--- src/common/bcp_defines.svh ---
// Constants for the brushless commutation and protection block
// Notes on behaviour
// (RULE1) Hall codes 101,100,110,010,011,001 each switch on one documented top/bottom pair.
// (RULE2) Single speed pulse copies hall_u; triple pulse is high for 101,110,011,111; 000/111 all off.
// (RULE3) PWM on-time comes from comparing the speed command with an internal sawtooth ramp.
// (RULE4) Only the bottom arms are chopped; top arms follow the Hall code unchopped.
// (RULE5) Current limit latches all bottom arms off until the next ramp period start.
// (RULE6) Over-current turns all arms off until the recovery time has elapsed.
// (RULE7) Undervoltage turns all arms off until the detector reports the release level.
// (RULE8) A speed command below the all-off threshold turns every arm off.
// (RULE9) Between all-off and sawtooth low only top arms drive; above it both groups drive.
// (RULE10) Triple pulse stuck for the lock detect time turns all arms off for the release time.
// (RULE11) Lock detect and release times scale linearly with the lock capacitor from 1000 pF.
// (RULE12) Lock detection is suppressed at low command, undervoltage or over-temperature.
// (RULE13) Over-temperature turns all arms off until the detector reports the release point.
// (RULE14) The system picks a lock capacitor whose detect time exceeds motor start-up time.
// (RULE15) Bottom gate pulses shorter than the minimum pulse width are rejected.
// (RULE16) All shutdown sources are ORed and override commutation; comparators are synchronised.
// (RULE17) After reset all gates stay off until synchronised inputs are valid.
`ifndef BCP_DEFINES_SVH
`define BCP_DEFINES_SVH

// Timing
`define BCP_CLK_NS            25
`define BCP_MINB_NS           800
`define BCP_MINB_CYC          ((`BCP_MINB_NS + `BCP_CLK_NS - 1) / `BCP_CLK_NS)
`define BCP_OC_RECOVERY_NS    1000000
`define BCP_LOCK_DETECT_US    2000
`define BCP_LOCK_RELEASE_US   12000
`define BCP_LOCK_REF_PF       1000
`define BCP_RAMP_DIV_LAST     4'hE
`define BCP_READY_LAST        2'h3

// Speed command codes, 25 mV per step
`define BCP_CMD_ALL_OFF       8'h31
`define BCP_CMD_SAW_LOW       8'h54
`define BCP_CMD_LOCK_MIN      8'h58
`define BCP_CMD_SAW_TOP       8'hD7

// Register offsets
`define BCP_REG_CTRL          8'h00
`define BCP_REG_STATUS        8'h04
`define BCP_REG_MASK          8'h08
`define BCP_REG_STATE         8'h0C

// Control fields and reset
`define BCP_CTRL_DRIVE_EN     0
`define BCP_CTRL_LOCK_EN      1
`define BCP_CTRL_RST          2'h3

// Status and mask bits
`define BCP_EV_LIMIT          0
`define BCP_EV_OVERCURRENT    1
`define BCP_EV_UNDERVOLT      2
`define BCP_EV_OVERTEMP       3
`define BCP_EV_LOCK           4
`define BCP_EV_WIDTH          5

`endif

--- src/common/bcp_pkg.sv ---
// Types for the brushless commutation and protection block
package bcp_pkg;
   typedef enum logic [1:0] {
      BCP_OC_RUN  = 2'b01,
      BCP_OC_TRIP = 2'b10
   } bcp_oc_type;

   typedef enum logic [1:0] {
      BCP_LK_WATCH = 2'b01,
      BCP_LK_HOLD  = 2'b10
   } bcp_lock_type;
endpackage

--- src/common/bcp_timer_if.sv ---
// Control and completion signals of one timeout counter
`timescale 1ns/100ps
interface bcp_timer_if;
   logic        clear;
   logic        run;
   logic [31:0] limit;
   logic        done;
   modport ctl (output clear, output run, output limit, input done);
   modport tmr (input clear, input run, input limit, output done);
endinterface

--- src/bcp_timer.sv ---
// Saturating timeout counter
`timescale 1ns/100ps
module bcp_timer (
   input  wire logic   i_mclk,
   input  wire logic   i_rstn,
   bcp_timer_if.tmr    t
);
   logic [31:0] count_q;

   always_ff @(posedge i_mclk) begin
      if (!i_rstn || t.clear) begin
         count_q <= 32'h0000_0000;
      end else if (t.run && count_q != t.limit) begin
         count_q <= count_q + 32'h0000_0001;
      end
   end

   assign t.done = (count_q == t.limit);

   property p_timer_restart;
      @(posedge i_mclk) disable iff (!i_rstn)
      (t.clear && t.limit != 32'h0000_0000 && $stable(t.limit)) |=> !t.done;
   endproperty
   a_timer_restart: assert property (p_timer_restart) else $error("timer done after clear");
endmodule

--- src/bcp_pulse_filter.sv ---
// Minimum on-width filter for one bottom gate
`timescale 1ns/100ps
`include "bcp_defines.svh"
module bcp_pulse_filter (
   input  wire logic i_mclk,
   input  wire logic i_rstn,
   input  wire logic i_req,
   output logic      o_gate
);
   logic [5:0] cnt_q;

   // Turn-off is immediate, turn-on waits out the minimum width
   always_ff @(posedge i_mclk) begin
      if (!i_rstn || !i_req) begin
         cnt_q  <= 6'h00;
         o_gate <= 1'b0;
      end else if (cnt_q == 6'(`BCP_MINB_CYC - 1)) begin
         o_gate <= 1'b1; // see RULE15
      end else begin
         cnt_q <= cnt_q + 6'h01;
      end
   end

   property p_min_width;
      @(posedge i_mclk) disable iff (!i_rstn)
      $rose(o_gate) |-> $past(i_req, 1) && $past(i_req, 31);
   endproperty
   a_min_width: assert property (p_min_width) else $error("short bottom pulse passed"); // see RULE15

   property p_fast_off;
      @(posedge i_mclk) disable iff (!i_rstn)
      !i_req |=> !o_gate;
   endproperty
   a_fast_off: assert property (p_fast_off) else $error("bottom gate not released"); // see RULE15
endmodule

--- src/bcp_top.sv ---
// Commutation, PWM and protection for a three-phase brushless bridge
`timescale 1ns/100ps
`include "bcp_defines.svh"
module bcp_top #(
   parameter int OC_RECOVERY_CYC  = `BCP_OC_RECOVERY_NS / `BCP_CLK_NS,
   parameter int LOCK_CAP_PF      = `BCP_LOCK_REF_PF,
   parameter int LOCK_DETECT_CYC  =
      ((`BCP_LOCK_DETECT_US * 1000) / `BCP_CLK_NS) * LOCK_CAP_PF / `BCP_LOCK_REF_PF,
   parameter int LOCK_RELEASE_CYC =
      ((`BCP_LOCK_RELEASE_US * 1000) / `BCP_CLK_NS) * LOCK_CAP_PF / `BCP_LOCK_REF_PF
) (
   input  wire logic        i_mclk,
   input  wire logic        i_rstn,
   input  wire logic        i_hall_u,
   input  wire logic        i_hall_v,
   input  wire logic        i_hall_w,
   input  wire logic [7:0]  i_speed_command,
   input  wire logic        i_limit_cmp,
   input  wire logic        i_overcurrent_cmp,
   input  wire logic        i_undervoltage,
   input  wire logic        i_overtemp,
   input  wire logic        i_psel,
   input  wire logic        i_penable,
   input  wire logic        i_pwrite,
   input  wire logic [7:0]  i_paddr,
   input  wire logic [31:0] i_pwdata,
   output logic [31:0]      o_prdata,
   output logic             o_pready,
   output logic             o_pslverr,
   output logic [2:0]       o_phase_top,
   output logic [2:0]       o_phase_bottom,
   output logic             o_speed_pulse_single,
   output logic             o_speed_pulse_triple,
   output logic             o_irq
);
   ////////////////////////////////////////////////////////////////////////////
   // Decoders

   // Returns {top u,v,w, bottom u,v,w}
   function automatic logic [5:0] bcp_commutate(input logic [2:0] code);
      logic [5:0] sel;
      sel = 6'h00;
      unique case (code)
         3'h5:    sel = 6'b010_100;
         3'h4:    sel = 6'b001_100;
         3'h6:    sel = 6'b001_010;
         3'h2:    sel = 6'b100_010;
         3'h3:    sel = 6'b100_001;
         3'h1:    sel = 6'b010_001;
         default: sel = 6'h00;
      endcase
      return sel;
   endfunction

   function automatic logic bcp_reg_hit(input logic [7:0] addr);
      return addr == `BCP_REG_CTRL || addr == `BCP_REG_STATUS ||
             addr == `BCP_REG_MASK || addr == `BCP_REG_STATE;
   endfunction

   ////////////////////////////////////////////////////////////////////////////
   // Input synchronisers and start-up

   logic [6:0] sync1_q;
   logic [6:0] sync2_q;
   logic [2:0] hall_s;
   logic       limit_s;
   logic       oc_s;
   logic       uv_s;
   logic       ot_s;
   logic [1:0] ready_cnt_q;
   logic       ready_q;

   always_ff @(posedge i_mclk) begin
      if (!i_rstn) begin
         sync1_q <= 7'h00;
         sync2_q <= 7'h00;
      end else begin
         sync1_q <= {i_hall_u, i_hall_v, i_hall_w, i_limit_cmp, i_overcurrent_cmp,
                     i_undervoltage, i_overtemp}; // see RULE16
         sync2_q <= sync1_q;
      end
   end

   assign hall_s  = sync2_q[6:4];
   assign limit_s = sync2_q[3];
   assign oc_s    = sync2_q[2];
   assign uv_s    = sync2_q[1];
   assign ot_s    = sync2_q[0];

   // Gates held off until the synchroniser pipe has filled
   always_ff @(posedge i_mclk) begin
      if (!i_rstn) begin
         ready_cnt_q <= 2'h0;
         ready_q     <= 1'b0;
      end else if (ready_cnt_q == `BCP_READY_LAST) begin
         ready_q <= 1'b1; // see RULE17
      end else begin
         ready_cnt_q <= ready_cnt_q + 2'h1;
      end
   end

   ////////////////////////////////////////////////////////////////////////////
   // Sawtooth ramp and PWM compare

   logic [3:0] div_q;
   logic       step;
   logic [7:0] ramp_q;
   logic       period_start;
   logic       pwm_on;

   assign step         = (div_q == `BCP_RAMP_DIV_LAST);
   assign period_start = step && (ramp_q == `BCP_CMD_SAW_TOP);
   assign pwm_on       = (i_speed_command > ramp_q); // see RULE3

   always_ff @(posedge i_mclk) begin
      if (!i_rstn || step) begin
         div_q <= 4'h0;
      end else begin
         div_q <= div_q + 4'h1;
      end
   end

   always_ff @(posedge i_mclk) begin
      if (!i_rstn || period_start) begin
         ramp_q <= `BCP_CMD_SAW_LOW;
      end else if (step) begin
         ramp_q <= ramp_q + 8'h01;
      end
   end

   ////////////////////////////////////////////////////////////////////////////
   // Current limit latch

   logic climit_q;

   always_ff @(posedge i_mclk) begin
      if (!i_rstn || !ready_q) begin
         climit_q <= 1'b0;
      end else if (limit_s) begin
         climit_q <= 1'b1; // see RULE5
      end else if (period_start) begin
         climit_q <= 1'b0; // see RULE5
      end
   end

   ////////////////////////////////////////////////////////////////////////////
   // Over-current trip and recovery

   bcp_timer_if        oc_tmr ();
   bcp_pkg::bcp_oc_type oc_q;

   assign oc_tmr.clear = (oc_q == bcp_pkg::BCP_OC_RUN) || oc_tmr.done;
   assign oc_tmr.run   = (oc_q == bcp_pkg::BCP_OC_TRIP);
   assign oc_tmr.limit = 32'(OC_RECOVERY_CYC);

   bcp_timer u_oc_timer (
      .i_mclk (i_mclk),
      .i_rstn (i_rstn),
      .t      (oc_tmr)
   );

   always_ff @(posedge i_mclk) begin
      if (!i_rstn || !ready_q) begin
         oc_q <= bcp_pkg::BCP_OC_RUN;
      end else begin
         unique case (oc_q)
            bcp_pkg::BCP_OC_RUN: begin
               if (oc_s) begin
                  oc_q <= bcp_pkg::BCP_OC_TRIP; // see RULE6
               end
            end
            bcp_pkg::BCP_OC_TRIP: begin
               if (oc_tmr.done) begin
                  oc_q <= bcp_pkg::BCP_OC_RUN; // see RULE6
               end
            end
            default: oc_q <= bcp_pkg::BCP_OC_RUN;
         endcase
      end
   end

   ////////////////////////////////////////////////////////////////////////////
   // Commutation and motor lock

   logic [5:0]           comm;
   logic                 triple_c;
   logic                 lock_suppress;
   logic [1:0]           ctrl_q;
   bcp_timer_if          lk_tmr ();
   bcp_pkg::bcp_lock_type lk_q;

   assign comm     = bcp_commutate(hall_s); // see RULE1
   assign triple_c = (hall_s[2] & hall_s[1]) | (hall_s[1] & hall_s[0]) |
                     (hall_s[2] & hall_s[0]); // see RULE2
   assign lock_suppress = (i_speed_command <= `BCP_CMD_LOCK_MIN) || uv_s || ot_s ||
                          !ctrl_q[`BCP_CTRL_LOCK_EN]; // see RULE12

   assign lk_tmr.clear = ((lk_q == bcp_pkg::BCP_LK_WATCH) &&
                          (lock_suppress || triple_c != o_speed_pulse_triple)) ||
                         lk_tmr.done; // see RULE10
   assign lk_tmr.run   = 1'b1;
   assign lk_tmr.limit = (lk_q == bcp_pkg::BCP_LK_HOLD) ? 32'(LOCK_RELEASE_CYC) :
                                                          32'(LOCK_DETECT_CYC); // see RULE11

   bcp_timer u_lock_timer (
      .i_mclk (i_mclk),
      .i_rstn (i_rstn),
      .t      (lk_tmr)
   );

   always_ff @(posedge i_mclk) begin
      if (!i_rstn || !ready_q) begin
         lk_q <= bcp_pkg::BCP_LK_WATCH;
      end else begin
         unique case (lk_q)
            bcp_pkg::BCP_LK_WATCH: begin
               if (lk_tmr.done && !lock_suppress) begin
                  lk_q <= bcp_pkg::BCP_LK_HOLD; // see RULE10 RULE12
               end
            end
            bcp_pkg::BCP_LK_HOLD: begin
               if (lk_tmr.done) begin
                  lk_q <= bcp_pkg::BCP_LK_WATCH; // see RULE10
               end
            end
            default: lk_q <= bcp_pkg::BCP_LK_WATCH;
         endcase
      end
   end

   ////////////////////////////////////////////////////////////////////////////
   // Gate drive

   logic       all_off;
   logic       bottom_block;
   logic [2:0] bottom_req;

   assign all_off = !ready_q || (oc_q == bcp_pkg::BCP_OC_TRIP) || uv_s || ot_s ||
                    (lk_q == bcp_pkg::BCP_LK_HOLD) ||
                    (i_speed_command < `BCP_CMD_ALL_OFF) ||
                    !ctrl_q[`BCP_CTRL_DRIVE_EN]; // see RULE16 RULE6 RULE7 RULE8 RULE13 RULE17
   assign bottom_block = all_off || (i_speed_command < `BCP_CMD_SAW_LOW) ||
                         climit_q || !pwm_on; // see RULE9 RULE5
   assign bottom_req = bottom_block ? 3'h0 : comm[2:0]; // see RULE4

   always_ff @(posedge i_mclk) begin
      if (!i_rstn) begin
         o_phase_top          <= 3'h0;
         o_speed_pulse_single <= 1'b0;
         o_speed_pulse_triple <= 1'b0;
      end else begin
         o_phase_top          <= all_off ? 3'h0 : comm[5:3]; // see RULE4 RULE9
         o_speed_pulse_single <= hall_s[2]; // see RULE2
         o_speed_pulse_triple <= triple_c;
      end
   end

   for (genvar g = 0; g < 3; g++) begin : g_bottom
      bcp_pulse_filter u_filter (
         .i_mclk (i_mclk),
         .i_rstn (i_rstn),
         .i_req  (bottom_req[g]),
         .o_gate (o_phase_bottom[g])
      );
   end

   ////////////////////////////////////////////////////////////////////////////
   // Registers and interrupt

   logic [`BCP_EV_WIDTH-1:0] levels;
   logic [`BCP_EV_WIDTH-1:0] levels_q;
   logic [`BCP_EV_WIDTH-1:0] status_q;
   logic [`BCP_EV_WIDTH-1:0] mask_q;
   logic [`BCP_EV_WIDTH-1:0] w1c;
   logic                     wr_en;
   logic [31:0]              rd_mux;

   assign levels = {lk_q == bcp_pkg::BCP_LK_HOLD, ot_s, uv_s,
                    oc_q == bcp_pkg::BCP_OC_TRIP, climit_q};
   assign wr_en  = i_psel && i_penable && i_pwrite && bcp_reg_hit(i_paddr);
   assign w1c    = (wr_en && i_paddr == `BCP_REG_STATUS) ? i_pwdata[`BCP_EV_WIDTH-1:0] :
                                                          5'h00;
   assign o_pready  = 1'b1;
   assign o_pslverr = i_psel && i_penable && !bcp_reg_hit(i_paddr);

   always_ff @(posedge i_mclk) begin
      if (!i_rstn) begin
         ctrl_q <= `BCP_CTRL_RST;
         mask_q <= 5'h00;
      end else if (wr_en && i_paddr == `BCP_REG_CTRL) begin
         ctrl_q <= i_pwdata[1:0];
      end else if (wr_en && i_paddr == `BCP_REG_MASK) begin
         mask_q <= i_pwdata[`BCP_EV_WIDTH-1:0];
      end
   end

   // New events win over a same-cycle clear
   always_ff @(posedge i_mclk) begin
      if (!i_rstn) begin
         levels_q <= 5'h00;
         status_q <= 5'h00;
         o_irq    <= 1'b0;
      end else begin
         levels_q <= levels;
         status_q <= (status_q & ~w1c) | (levels & ~levels_q);
         o_irq    <= |(status_q & mask_q);
      end
   end

   always_comb begin
      rd_mux = 32'h0000_0000;
      unique case (i_paddr)
         `BCP_REG_CTRL:   rd_mux = {30'h0, ctrl_q};
         `BCP_REG_STATUS: rd_mux = {27'h0, status_q};
         `BCP_REG_MASK:   rd_mux = {27'h0, mask_q};
         `BCP_REG_STATE:  rd_mux = {17'h0, ready_q, o_phase_bottom, o_phase_top,
                                    levels, hall_s};
         default:         rd_mux = 32'h0000_0000;
      endcase
   end

   // Read data captured in the setup cycle
   always_ff @(posedge i_mclk) begin
      if (!i_rstn) begin
         o_prdata <= 32'h0000_0000;
      end else if (i_psel && !i_penable) begin
         o_prdata <= rd_mux;
      end
   end

   ////////////////////////////////////////////////////////////////////////////
   // Checks

   property p_comm_pair;
      @(posedge i_mclk) disable iff (!i_rstn)
      (!all_off && hall_s == 3'h5) |=> o_phase_top == 3'b010;
   endproperty
   a_comm_pair: assert property (p_comm_pair) else $error("top pair wrong for code 101"); // see RULE1

   property p_triple;
      @(posedge i_mclk) disable iff (!i_rstn)
      (hall_s == 3'h5 ##1 hall_s == 3'h4) |-> o_speed_pulse_triple ##1 !o_speed_pulse_triple;
   endproperty
   a_triple: assert property (p_triple) else $error("triple pulse level wrong"); // see RULE2

   property p_dead_code;
      @(posedge i_mclk) disable iff (!i_rstn)
      (hall_s == 3'h7 || hall_s == 3'h0) |=> o_phase_top == 3'h0 ##1 o_phase_bottom == 3'h0;
   endproperty
   a_dead_code: assert property (p_dead_code) else $error("gates on for invalid code"); // see RULE2

   property p_limit_off;
      @(posedge i_mclk) disable iff (!i_rstn)
      climit_q |=> o_phase_bottom == 3'h0;
   endproperty
   a_limit_off: assert property (p_limit_off) else $error("bottom on under limit"); // see RULE5

   property p_oc_hold;
      @(posedge i_mclk) disable iff (!i_rstn)
      (oc_q == bcp_pkg::BCP_OC_RUN && oc_s && ready_q) |=>
         (oc_q == bcp_pkg::BCP_OC_TRIP)[*8] ##0 o_phase_top == 3'h0;
   endproperty
   a_oc_hold: assert property (p_oc_hold) else $error("over-current hold broken"); // see RULE6

   property p_fault_off;
      @(posedge i_mclk) disable iff (!i_rstn)
      (uv_s || ot_s) |=> o_phase_top == 3'h0 ##1 o_phase_bottom == 3'h0;
   endproperty
   a_fault_off: assert property (p_fault_off) else $error("gates on under fault"); // see RULE7 RULE13

   property p_stop_band;
      @(posedge i_mclk) disable iff (!i_rstn)
      (i_speed_command < `BCP_CMD_SAW_LOW) |=> o_phase_bottom == 3'h0;
   endproperty
   a_stop_band: assert property (p_stop_band) else $error("bottom on below ramp low"); // see RULE9

   property p_all_off_cmd;
      @(posedge i_mclk) disable iff (!i_rstn)
      (i_speed_command < `BCP_CMD_ALL_OFF) |=> o_phase_top == 3'h0;
   endproperty
   a_all_off_cmd: assert property (p_all_off_cmd) else $error("top on below all-off"); // see RULE8

   property p_lock_suppress;
      @(posedge i_mclk) disable iff (!i_rstn)
      (lk_q == bcp_pkg::BCP_LK_WATCH && lock_suppress) |=> lk_q == bcp_pkg::BCP_LK_WATCH;
   endproperty
   a_lock_suppress: assert property (p_lock_suppress) else $error("lock while suppressed"); // see RULE12

   property p_lock_off;
      @(posedge i_mclk) disable iff (!i_rstn)
      (lk_q == bcp_pkg::BCP_LK_HOLD) |=> o_phase_top == 3'h0;
   endproperty
   a_lock_off: assert property (p_lock_off) else $error("top on while locked"); // see RULE10

   property p_reset_off;
      @(posedge i_mclk) disable iff (!i_rstn)
      !ready_q |=> o_phase_top == 3'h0 && o_phase_bottom == 3'h0;
   endproperty
   a_reset_off: assert property (p_reset_off) else $error("gates on before ready"); // see RULE17
endmodule

--- config.mk ---
export PLATFORM = sky130hd
export DESIGN_NAME = bcp_top
export DESIGN_NICKNAME = d
export VERILOG_FILES = /design/src/common/bcp_pkg.sv /design/src/common/bcp_timer_if.sv /design/src/bcp_timer.sv /design/src/bcp_pulse_filter.sv /design/src/bcp_top.sv
export VERILOG_INCLUDE_DIRS = /design/src /design/src/common
export SDC_FILE = /design/constraint.sdc
export NUM_CORES = 1
export LEC_CHECK = 0
export BUFFER_PORTS_ARGS = -buffer_cell sky130_fd_sc_hd__buf_2
export CAP_MARGIN = 25
export CORE_ASPECT_RATIO = 0.8
export CORE_UTILIZATION = 57
export DETAILED_ROUTE_END_ITERATION = 6
export GPL_ROUTABILITY_DRIVEN = 0
export GPL_TIMING_DRIVEN = 0
export PLACE_DENSITY = 0.84
export SYNTH_ARGS = -nofsm -noshare
export SYNTH_HDL_FRONTEND = slang
export SYNTH_SLANG_ARGS = --single-unit
--- constraint.sdc ---
create_clock -name i_mclk -period 2.6 [get_ports i_mclk]
set_input_delay 0.13 -clock i_mclk [delete_from_list [all_inputs] [get_ports i_mclk]]
set_output_delay 0.13 -clock i_mclk [all_outputs]
set_load 0.02 [all_outputs]
==> impl_metrics.xml, run 1 <==
<?xml version="1.0" encoding="UTF-8"?>
<metrics>
  <group name="run_status">
    <metric name="run_status" unit="">finished, final reports clean</metric>
  </group>
  <group name="drt">
    <metric name="drt-pass1-iter-count" unit="">6</metric>
    <metric name="drt_iter0_markers" unit="">431</metric>
    <metric name="postRouteWirelength" unit="mm">15.3</metric>
    <metric name="post-route-drc-count" unit="">0</metric>
    <metric name="via_count" unit="">5818</metric>
    <metric name="antenna_violating_nets_post_route" unit="">0</metric>
    <metric name="route.detailed.wl_per_inst" unit="um">14.2</metric>
    <metric name="vias_per_cell" unit="">5.41</metric>
  </group>
  <group name="cts">
    <metric name="clock-sinks" unit="">157</metric>
    <metric name="htree_num_levels" unit="">4</metric>
    <metric name="clock_buffers_created_by_tritoncts" unit="">17</metric>
    <metric name="post_cts_resized" unit="">0</metric>
    <metric name="root_buffer" unit="">clkbuf_16</metric>
    <metric name="clock_path_buffers" unit="">2</metric>
    <metric name="clk_pin_slew" unit="ps">60</metric>
    <metric name="cts_tree" unit="">done</metric>
    <metric name="clock_insertion_delay_worst_skew" unit="ps">420</metric>
  </group>
  <group name="timing">
    <metric name="total_negative_setup_slacks" unit="ps">0</metric>
    <metric name="post-route-min-period" unit="ps">2310</metric>
    <metric name="fin_worst_hold_slack" unit="ps">144</metric>
    <metric name="skew" unit="ps">6.96</metric>
    <metric name="slew_viol_final" unit="">0</metric>
    <metric name="worstMarginPinSlew" unit="ps">1020</metric>
    <metric name="setup_violations" unit="">0</metric>
    <metric name="timing.final.hold_violations" unit="">0</metric>
    <metric name="max_freq" unit="MHz">433</metric>
    <metric name="part_of_the_cycle_the_worst_path_needs" unit="%">88.9</metric>
    <metric name="maxSlewHeadroom" unit="%">30.9</metric>
    <metric name="grt_setup_unrepaired" unit="">false</metric>
  </group>
  <group name="hold_path">
    <metric name="whs_endpoint" unit="">lk_q[0]</metric>
    <metric name="startpoint_of_the_most_critical_hold_path" unit="">i_rstn</metric>
    <metric name="min-delay-path-class" unit="">in -&gt; reg</metric>
    <metric name="min_delay_path_depth" unit="">3</metric>
  </group>
  <group name="power">
    <metric name="max-vdd-ir-drop" unit="uV">601</metric>
    <metric name="power_per_cell_area" unit="mW/mm2">621</metric>
    <metric name="finalPower" unit="mW">5.23</metric>
    <metric name="power.leakage" unit="nW">3.14</metric>
  </group>
  <group name="synth">
    <metric name="largest_family_of_logic_cells_by_synthesized_area" unit="">simple AND/OR/NAND/NOR gates</metric>
    <metric name="post_synth_instance_area" unit="mm2">0.00715</metric>
    <metric name="synth-compound-area-share" unit="%">8.24</metric>
    <metric name="yosys.cell_types.count" unit="">58</metric>
    <metric name="synth-xor-area-share" unit="%">9.06</metric>
    <metric name="synthCells" unit="">788</metric>
    <metric name="post_synth.cell_area_avg" unit="um2">9.08</metric>
    <metric name="synth_top_area_share" unit="%">43.9</metric>
    <metric name="synth_area_in_simple_gates" unit="%">27.4</metric>
    <metric name="synthAdderAreaFrac" unit="%">3.46</metric>
    <metric name="ys_flop_type" unit="">dfxtp_1</metric>
    <metric name="yosysWarnings" unit="">0</metric>
    <metric name="synth-edff-count" unit="">0</metric>
    <metric name="synthArstFlopShare" unit="%">0</metric>
    <metric name="yosys.area.top_type" unit="">dfxtp_1</metric>
    <metric name="synth-seq-cells" unit="">157</metric>
    <metric name="synth-seq-area-share" unit="%">43.9</metric>
    <metric name="synth.top_cells.by_area" unit="">dfxtp_1 (44%), xor2_1 (5.4%), nor2_1 (4.2%)</metric>
    <metric name="multiplexer_share_of_the_synthesized_area" unit="%">2.36</metric>
  </group>
  <group name="worst_setup_path">
    <metric name="critical_path.reg2reg.startpoint" unit="">u_lock_timer.count_q[14]</metric>
    <metric name="cp.arrival" unit="ps">2630</metric>
    <metric name="slowest_delay" unit="ps">520</metric>
    <metric name="worstSetupStartpointType" unit="">flop</metric>
    <metric name="kind_of_critical_path" unit="">reg -&gt; reg</metric>
    <metric name="endpoint_kind" unit="">flop</metric>
    <metric name="cp_max_fo" unit="">10</metric>
    <metric name="critical_path_required" unit="ps">2920</metric>
    <metric name="r2r.worst_path.cells" unit="">7</metric>
    <metric name="regToRegSetupSlack" unit="ps">290</metric>
    <metric name="critical_path_most_common_cell" unit="">buf_6</metric>
    <metric name="crit_path_top_delay_cell" unit="">or4_1</metric>
    <metric name="worstPathCellList" unit="">or4_1 &gt; or4_4 &gt; a2111oi_4 &gt; or3b_1 &gt; buf_6 &gt; buf_6 &gt; nor2_1</metric>
    <metric name="r2r-end" unit="">u_lock_timer.count_q[16]</metric>
  </group>
  <group name="final_layout">
    <metric name="final_common_cell" unit="">dfxtp_1</metric>
    <metric name="drive_gt1_share" unit="%">16.0</metric>
    <metric name="finish.instance_area" unit="mm2">0.00842</metric>
    <metric name="num_antenna_cells" unit="">0</metric>
    <metric name="most-common-layout-cells" unit="">dfxtp_1 (157), nor2_1 (80), buf_2 (56)</metric>
    <metric name="synthToLayoutAreaGrowth" unit="%">17.8</metric>
    <metric name="layout.core_utilization" unit="%">69.0</metric>
    <metric name="final_nets" unit="">970</metric>
  </group>
  <group name="floorplan">
    <metric name="floorplan.rows" unit="">36</metric>
    <metric name="io_pins" unit="">103</metric>
    <metric name="die_height" unit="um">102</metric>
    <metric name="starting_utilization_of_the_core_area" unit="%">58.6</metric>
    <metric name="die_area" unit="mm2">0.0130</metric>
    <metric name="placeableCoreArea" unit="mm2">0.0122</metric>
    <metric name="die_w" unit="um">127</metric>
  </group>
  <group name="placed_design">
    <metric name="port-buffer-count" unit="">56</metric>
    <metric name="placement.cell_area" unit="mm2">0.00771</metric>
    <metric name="dpl.hpwl" unit="mm">10.4</metric>
  </group>
  <group name="global_routing">
    <metric name="vias_in_the_first_global_route" unit="">5173</metric>
    <metric name="grt_max_degree" unit="">17</metric>
    <metric name="gr-total-overflow" unit="">0</metric>
    <metric name="initial_antenna_violation_count" unit="">0</metric>
    <metric name="grt_pass1_wl" unit="mm">24.8</metric>
    <metric name="total_grt_usage" unit="%">24.1</metric>
  </group>
  <group name="run">
    <metric name="drv.max_cap_violation_count" unit="">0</metric>
  </group>
</metrics>
==> flip-flops by register name (all words and copies together), names as in the netlist <==
register                  flops
o_prdata                     15
sync1_q                       7
climit_q                      1
ctrl_q                        2
g_bottom.u_filter.o_gate      3
ready_cnt_q                   2
sync2_q                       7
ramp_q                        8
oc_q                          2
g_bottom.u_filter.cnt_q      18
o_speed_pulse_triple          1
lk_q                          2
div_q                         4
u_oc_timer.count_q           32
levels_q                      5
o_speed_pulse_single          1
u_lock_timer.count_q         32
ready_q                       1
mask_q                        5
o_phase_top                   3
o_irq                         1
status_q                      5
==> worst max-delay path: cells and delay by family (launching register included) <==
| kind | cells | cell delay [ps] |
|---|---|---|
| buf+inv | 2 | 280 |
| compound gates | 1 | 350 |
| simple gates | 4 | 1210 |
| flops | 1 | 380 |
==> power by group <==
| part | internal (mW) | leakage (nW) | switching (mW) |
|---|---|---|---|
| logic | 0.125 | 1.58 | 0.145 |
| clock network | 1.46 | 0.290 | 1.04 |
| registers | 2.43 | 1.27 | 0.0280 |
==> kinds of logic after synthesis <==
kind of cell | count (synthesis)
AO/OA/AOI/OAI | 88
other | 2
buffers and inverters | 72
AND/OR/NAND/NOR | 361
XOR/XNOR | 74
adder cells (fa/ha/maj) | 20
multiplexers | 14
flip-flops | 157
==> metrics by stage <==
stage	instances	setup WS (ps)
floorplan	804	454
global placement	1031	306
detailed placement	1031	304
CTS	1075	283
global route	1075	97.6
finish	1075	289
==> cell usage after synthesis (all sizes together) (19+ instances only) <==
| library cell | n |
|---|---|
| a21oi | 30 |
| buf | 25 |
| and2 | 27 |
| dfxtp | 157 |
| nor2b | 33 |
| xor2 | 44 |
| inv | 26 |
| clkbuf | 21 |
| nand2 | 45 |
| nand3 | 41 |
| ha | 19 |
| nand4 | 36 |
| nor2 | 91 |
| xnor2 | 30 |
==> worst max-delay path by stage <==
stage                             start  depth (start not counted)                       end
2_1_floorplan   u_lock_timer.count_q[8]                          7  u_lock_timer.count_q[24]
3_3_place_gp   u_lock_timer.count_q[14]                          7   u_lock_timer.count_q[4]
3_5_place_dp   u_lock_timer.count_q[14]                          7   u_lock_timer.count_q[4]
4_1_cts        u_lock_timer.count_q[14]                          7  u_lock_timer.count_q[17]
5_1_grt         u_lock_timer.count_q[0]                          6  u_lock_timer.count_q[26]
6_report       u_lock_timer.count_q[14]                          7  u_lock_timer.count_q[16]
==> layer usage <==
layer	vias to the layer above	share of wire (%)	GRT usage (%)
li1	2911	-	-
met1	2722	49	33.4
met2	160	45	37.3
met3	25	4.7	5.55
met4	0	1.4	8.33
met5	-	0	0
==> what timing repair did <==
| item | in CTS | in global routing |
|---|---|---|
| buffers inserted | 0 | 0 |
| endpoints found under the hold margin | 12 | 0 |
| hold buffers | 12 | 0 |
==> cell type report <==
cell class	instances	area, um2
Clock inverter	14	158
Timing Repair Buffer	68	400
Inverter	26	97.6
Tap cell	171	214
Sequential cell	157	3140
Multi-Input combinational cell	575	3680
Buffer	46	290
Fill cell	924	3780
Clock buffer	18	439
Note: power is estimated with default switching activity, not from simulation.
==> run 2: changes to the inputs <==
Settings changed: BUFFER_PORTS_ARGS -buffer_cell sky130_fd_sc_hd__buf_2 to default, CORE_UTILIZATION 57 to 31, DONT_BUFFER_PORTS from default to 1, PLACE_DENSITY 0.84 to 0.49.
Clock period 2.6 ns to 2.15 ns, I/O delays scaled along.
==> impl_metrics.xml, run 2 (same netlist as run 1, synthesis figures left out) <==
<?xml version="1.0" encoding="UTF-8"?>
<metrics>
  <group name="worst_setup_path">
    <metric name="worstSetupStartpointType" unit="">flop</metric>
    <metric name="cp.arrival" unit="ps">2550</metric>
    <metric name="timing.critical_path.max_delay_family" unit="">simple AND/OR/NAND/NOR gates</metric>
    <metric name="critical_path_required" unit="ps">2470</metric>
    <metric name="cp_max_fo" unit="">10</metric>
    <metric name="worstPathCellList" unit="">or4_1 &gt; or4_4 &gt; a2111oi_4 &gt; or3b_1 &gt; buf_6 &gt; buf_12 &gt; nor2_2</metric>
    <metric name="endpoint_kind" unit="">flop</metric>
    <metric name="crit_path_top_delay_cell" unit="">or4_1</metric>
    <metric name="slowest_delay" unit="ps">510</metric>
    <metric name="critical_path.n_buffers_inverters" unit="">2</metric>
    <metric name="kind_of_critical_path" unit="">reg -&gt; reg</metric>
  </group>
  <group name="timing">
    <metric name="worstMarginPinSlew" unit="ps">920</metric>
    <metric name="skew" unit="ps">8.99</metric>
    <metric name="slew_viol_final" unit="">0</metric>
    <metric name="max_freq" unit="MHz">447</metric>
    <metric name="part_of_the_cycle_the_worst_path_needs" unit="%">104</metric>
    <metric name="fin_ws" unit="ps">-88.4</metric>
    <metric name="post-route-min-period" unit="ps">2240</metric>
    <metric name="grt_setup_unrepaired" unit="">true</metric>
    <metric name="setup_violations" unit="">33</metric>
    <metric name="maxSlewHeadroom" unit="%">38.2</metric>
    <metric name="timing.final.hold_violations" unit="">0</metric>
  </group>
  <group name="final_layout">
    <metric name="layoutNonFillerInstCount" unit="">1164</metric>
    <metric name="num_antenna_cells" unit="">0</metric>
    <metric name="layout.filler_cells" unit="">2319</metric>
    <metric name="top_regs" unit="">u_lock_timer.count_q x32, u_oc_timer.count_q x32, g_bottom.u_filter.cnt_q x18</metric>
    <metric name="most-common-layout-cells" unit="">dfxtp_1 (154), nor2_1 (79), nand2_1 (45)</metric>
    <metric name="drive_gt1_share" unit="%">13.4</metric>
    <metric name="synthToLayoutAreaGrowth" unit="%">18.9</metric>
    <metric name="final_nets" unit="">924</metric>
    <metric name="final_common_cell" unit="">dfxtp_1</metric>
  </group>
  <group name="cts">
    <metric name="root_buffer" unit="">clkbuf_16</metric>
    <metric name="htree_num_levels" unit="">4</metric>
    <metric name="clock_buffers_created_by_tritoncts" unit="">17</metric>
    <metric name="clock_insertion_delay_worst_skew" unit="ps">430</metric>
    <metric name="clk_pin_slew" unit="ps">60</metric>
    <metric name="cts_tree" unit="">done</metric>
    <metric name="clock-sinks" unit="">157</metric>
    <metric name="clock_path_buffers" unit="">2</metric>
  </group>
  <group name="drt">
    <metric name="postRouteWirelength" unit="mm">16.2</metric>
    <metric name="drt-pass1-iter-count" unit="">4</metric>
    <metric name="vias_per_cell" unit="">4.62</metric>
    <metric name="drt_iter0_markers" unit="">291</metric>
    <metric name="post-route-drc-count" unit="">0</metric>
    <metric name="via_count" unit="">5381</metric>
    <metric name="antenna_violating_nets_post_route" unit="">0</metric>
    <metric name="route.detailed.wl_per_inst" unit="um">13.9</metric>
  </group>
  <group name="floorplan">
    <metric name="die_w" unit="um">172</metric>
    <metric name="placeableCoreArea" unit="mm2">0.0226</metric>
    <metric name="io_pins" unit="">103</metric>
    <metric name="floorplan.rows" unit="">49</metric>
    <metric name="die_area" unit="mm2">0.0237</metric>
    <metric name="die_height" unit="um">138</metric>
    <metric name="starting_utilization_of_the_core_area" unit="%">31.7</metric>
  </group>
  <group name="power">
    <metric name="max-vdd-ir-drop" unit="uV">547</metric>
    <metric name="power.leakage" unit="nW">3.02</metric>
    <metric name="finalPower" unit="mW">6.45</metric>
    <metric name="power_per_cell_area" unit="mW/mm2">759</metric>
  </group>
  <group name="hold_path">
    <metric name="min-delay-path-class" unit="">in -&gt; reg</metric>
  </group>
  <group name="placed_design">
    <metric name="port-buffer-count" unit="">0</metric>
    <metric name="dpl.hpwl" unit="mm">11.4</metric>
    <metric name="numPlacedInstances" unit="">1113</metric>
  </group>
  <group name="run_status">
    <metric name="run_status" unit="">finished with violations</metric>
    <metric name="failing_checks" unit="">setup timing</metric>
  </group>
  <group name="run">
    <metric name="drv.max_cap_violation_count" unit="">0</metric>
  </group>
  <group name="global_routing">
    <metric name="grt_pass1_wl" unit="mm">25.8</metric>
    <metric name="gr-total-overflow" unit="">0</metric>
    <metric name="grt_max_degree" unit="">17</metric>
    <metric name="total_grt_usage" unit="%">14.2</metric>
    <metric name="vias_in_the_first_global_route" unit="">5042</metric>
    <metric name="initial_antenna_violation_count" unit="">0</metric>
  </group>
</metrics>
run 2: metal layers:
metal / wire, um / track usage, %
met1: 8870 / 20.6
met2: 6570 / 20.4
met3: 523 / 3.20
met4: 196 / 4.67
met5: 0 / 0
run 2: report_power, final:
group / total (mW) / leakage, nW / internal (mW) / switching (mW)
Clock: 3.19 / 0.302 / 1.99 / 1.19
Sequential: 2.98 / 1.27 / 2.94 / 0.0361
Combinational: 0.288 / 1.44 / 0.135 / 0.153
run 2: cell type report:
type | instances | area, um2 | share of cell area (%)
multi-input cells | 575 | 3750 | 44.1
flip-flops and latches | 157 | 3150 | 37.1
clock buffers | 20 | 457 | 5.37
well taps | 306 | 383 | 4.50
plain buffers | 46 | 307 | 3.60
repair buffers | 22 | 190 | 2.24
clock inverters | 12 | 168 | 1.97
inverters | 26 | 97.6 | 1.15
run 2: repair_timing:
item | 4_1_cts | 5_1_grt
gates cloned | 0 | 0
resized for setup | 15 | 12
hold buffers | 13 | 0
endpoints found under the hold margin | 21 | 0
setup endpoints to repair | 72 | 68
pin swaps | 4 | 4
setup buffers | 3 | 3
run 2: tightest hold or removal path, stage by stage:
cell,delay [ps]
mux4_2,160
a22oi_1,60
nor2b_1,100
run 2: path summary, 6_finish.rpt:
path / startpoint / end / slack, ps / depth (start not counted)
worst max-delay path: u_lock_timer.count_q[8] / u_lock_timer.count_q[24] / -90 / 7
worst min-delay path: i_paddr[3] / o_prdata[1] / 40 / 3
worst max register to register: u_lock_timer.count_q[8] / u_lock_timer.count_q[24] / -90 / 7
worst min register to register: sync1_q[5] / sync2_q[5] / 430 / 1
run 2: per-stage QoR:
step | TNS, ps | setup WS [ps] | utilization (%) | area (um2) | hold slack, ps
after floorplan | 0 | 4.36 | - | 7210 | 235
after CTS | -4360 | -151 | 37.4 | 8430 | 15.3
after global placement | -8790 | -190 | 33.7 | 7590 | 236
after detailed placement | -7930 | -165 | 33.7 | 7610 | 238
after global routing | -5270 | -177 | 37.7 | 8510 | 49.4
final | -2450 | -88.4 | 37.7 | 8510 | 41.1
==> run 3: changes to the inputs <==
Settings changed: RECOVER_POWER from default to 25.
==> impl_metrics.xml, run 3 (same netlist as run 1, synthesis figures left out) <==
<?xml version="1.0" encoding="UTF-8"?>
<metrics>
  <group name="global_routing">
    <metric name="groute.layer.met3.usage" unit="%">3.20</metric>
    <metric name="grtUsageMet2" unit="%">20.4</metric>
    <metric name="met1_usage" unit="%">20.6</metric>
    <metric name="gr-total-overflow" unit="">0</metric>
    <metric name="grt_max_degree" unit="">17</metric>
    <metric name="total_grt_usage" unit="%">14.2</metric>
    <metric name="grt_pass1_wl" unit="mm">25.8</metric>
    <metric name="grt_busiest_layer" unit="">met1</metric>
    <metric name="vias_in_the_first_global_route" unit="">5042</metric>
    <metric name="initial_antenna_violation_count" unit="">0</metric>
  </group>
  <group name="cts">
    <metric name="htree_num_levels" unit="">4</metric>
    <metric name="clock-sinks" unit="">157</metric>
    <metric name="clock_buffers_created_by_tritoncts" unit="">17</metric>
    <metric name="cts_tree" unit="">done</metric>
    <metric name="root_buffer" unit="">clkbuf_16</metric>
    <metric name="clk_pin_slew" unit="ps">60</metric>
    <metric name="clock_insertion_delay_worst_skew" unit="ps">430</metric>
    <metric name="clock_path_buffers" unit="">2</metric>
  </group>
  <group name="drt">
    <metric name="route.detailed.wl_per_inst" unit="um">13.9</metric>
    <metric name="drt-pass1-iter-count" unit="">5</metric>
    <metric name="antenna_violating_nets_post_route" unit="">0</metric>
    <metric name="drt_iter0_markers" unit="">326</metric>
    <metric name="postRouteWirelength" unit="mm">16.1</metric>
    <metric name="post-route-drc-count" unit="">0</metric>
    <metric name="vias_per_cell" unit="">4.65</metric>
    <metric name="via_count" unit="">5418</metric>
  </group>
  <group name="worst_setup_path">
    <metric name="r2r.worst_path.cells" unit="">7</metric>
    <metric name="worstSetupStartpointType" unit="">flop</metric>
    <metric name="worstPathCellList" unit="">or4_1 &gt; or4_4 &gt; a2111oi_4 &gt; or3b_1 &gt; buf_6 &gt; buf_12 &gt; nor2_2</metric>
    <metric name="timing.critical_path.max_delay_family" unit="">simple AND/OR/NAND/NOR gates</metric>
    <metric name="critical_path_required" unit="ps">2470</metric>
    <metric name="timing.critical_path.from" unit="">u_lock_timer.count_q[8]</metric>
    <metric name="critical_path.n_buffers_inverters" unit="">2</metric>
    <metric name="cp_max_fo" unit="">10</metric>
    <metric name="endpoint_kind" unit="">flop</metric>
    <metric name="critical_path.reg2reg.startpoint" unit="">u_lock_timer.count_q[8]</metric>
    <metric name="r2r-end" unit="">u_lock_timer.count_q[24]</metric>
    <metric name="critical_path_cell_count" unit="">7</metric>
    <metric name="regToRegSetupSlack" unit="ps">-90</metric>
    <metric name="slowest_delay" unit="ps">510</metric>
    <metric name="setup.worst_path.end" unit="">u_lock_timer.count_q[24]</metric>
    <metric name="kind_of_critical_path" unit="">reg -&gt; reg</metric>
    <metric name="crit_path_top_delay_cell" unit="">or4_1</metric>
    <metric name="cp.arrival" unit="ps">2560</metric>
  </group>
  <group name="floorplan">
    <metric name="floorplan.rows" unit="">49</metric>
    <metric name="die_area" unit="mm2">0.0237</metric>
    <metric name="die_w" unit="um">172</metric>
    <metric name="io_pins" unit="">103</metric>
    <metric name="starting_utilization_of_the_core_area" unit="%">31.7</metric>
    <metric name="placeableCoreArea" unit="mm2">0.0226</metric>
    <metric name="die_height" unit="um">138</metric>
  </group>
  <group name="timing">
    <metric name="worstMarginPinSlew" unit="ps">919</metric>
    <metric name="skew" unit="ps">8.86</metric>
    <metric name="setup_violations" unit="">33</metric>
    <metric name="timing.final.hold_violations" unit="">0</metric>
    <metric name="fin_worst_hold_slack" unit="ps">39.4</metric>
    <metric name="max_freq" unit="MHz">447</metric>
    <metric name="grt_setup_unrepaired" unit="">true</metric>
    <metric name="part_of_the_cycle_the_worst_path_needs" unit="%">104</metric>
    <metric name="slew_viol_final" unit="">0</metric>
    <metric name="maxSlewHeadroom" unit="%">38.3</metric>
    <metric name="fin_ws" unit="ps">-88.8</metric>
    <metric name="post-route-min-period" unit="ps">2240</metric>
  </group>
  <group name="final_layout">
    <metric name="synthToLayoutAreaGrowth" unit="%">18.9</metric>
    <metric name="num_antenna_cells" unit="">0</metric>
    <metric name="drive_gt1_share" unit="%">13.4</metric>
    <metric name="final_common_cell" unit="">dfxtp_1</metric>
    <metric name="layout.filler_cells" unit="">2319</metric>
    <metric name="layoutNonFillerInstCount" unit="">1164</metric>
    <metric name="top_regs" unit="">u_lock_timer.count_q x32, u_oc_timer.count_q x32, g_bottom.u_filter.cnt_q x18</metric>
    <metric name="most-common-layout-cells" unit="">dfxtp_1 (154), nor2_1 (79), nand2_1 (45)</metric>
    <metric name="final_nets" unit="">924</metric>
  </group>
  <group name="placed_design">
    <metric name="placement.setup.worst_slack" unit="ps">-165</metric>
    <metric name="numPlacedInstances" unit="">1113</metric>
    <metric name="dpl.hpwl" unit="mm">11.4</metric>
    <metric name="port-buffer-count" unit="">0</metric>
  </group>
  <group name="run_status">
    <metric name="run_status" unit="">finished with violations</metric>
    <metric name="failing_checks" unit="">setup timing</metric>
  </group>
  <group name="hold_path">
    <metric name="min-delay-path-class" unit="">in -&gt; reg</metric>
  </group>
  <group name="power">
    <metric name="comb_power_share" unit="%">4.5</metric>
    <metric name="internal_power" unit="mW">5.07</metric>
    <metric name="net_switching_component_of_the_power" unit="mW">1.39</metric>
    <metric name="power.leakage" unit="nW">3.01</metric>
    <metric name="switching_share" unit="%">21.5</metric>
    <metric name="power_frac_seq" unit="%">46.1</metric>
    <metric name="max-vdd-ir-drop" unit="uV">552</metric>
    <metric name="power_per_cell_area" unit="mW/mm2">759</metric>
    <metric name="power.clock.fraction" unit="%">49.4</metric>
  </group>
  <group name="run">
    <metric name="drv.max_cap_violation_count" unit="">0</metric>
  </group>
</metrics>
-- run 3: cell counts in the layout (fill, tap and decap cells not counted) --
Identical to the previous run, type by type.
-- run 3: layout make-up --
cell class	count	area, um2	share of cell area [%]
Timing Repair Buffer	22	190	2.24
Sequential cell	157	3150	37.1
Inverter	26	97.6	1.15
Clock buffer	20	457	5.37
Clock inverter	12	168	1.97
Tap cell	306	383	4.50
Buffer	46	307	3.60
Multi-Input combinational cell	575	3750	44.1
-- run 3: per-stage QoR --
step	power [mW]	cell area (um2)	util, %	setup TNS [ps]
after floorplan	3.24	7210	-	0
after global placement	3.31	7590	33.7	-8790
after detailed placement	3.31	7610	33.7	-7930
after CTS	6.54	8430	37.4	-4360
after global routing	6.73	8510	37.7	-5270
final	6.46	8510	37.7	-2450
-- run 3: worst min-delay path, delay by kind of cell --
family          cells  cell delay (ps)
compound gates      1               60
simple gates        1              100
mux                 1              150
-- run 3: worst min path at each step --
stage	to	slack, ps	depth (start not counted)	startpoint
finish	o_prdata[0]	40	3	i_paddr[3]
global route	o_prdata[1]	50	3	i_paddr[3]
CTS	o_prdata[0]	20	3	i_paddr[3]
detailed placement	sync1_q[2]	240	1	i_overcurrent_cmp
global placement	sync1_q[1]	240	1	i_undervoltage
floorplan	sync1_q[0]	230	1	i_overtemp
-- run 3: what timing repair did --
item,in CTS,in global routing
gates resized for setup,15,12
endpoints found under the setup margin,72,68
buffers inserted,3,3
hold endpoints to repair,21,0
pin swaps,4,4
hold buffers,13,0
-- run 3: metal layers --
| metal | vias up | part of all wire, % | routed length (um) |
|---|---|---|---|
| met2 | 89 | 41 | 6580 |
| met1 | 2496 | 55 | 8830 |
| met4 | 0 | 1.0 | 166 |
| met3 | 14 | 3.5 | 568 |
| met5 | - | 0 | 0 |
| li1 | 2819 | - | - |
-- run 3: power by group through the flow --
stage                     logic, mW  clock network, mW  registers (mW)
after floorplan               0.214                  0            3.03
final                         0.287               3.19            2.98
after detailed placement      0.261                  0            3.04
after global placement        0.260                  0            3.05
after CTS                     0.288               3.28            2.98
after global routing          0.321               3.43            2.98
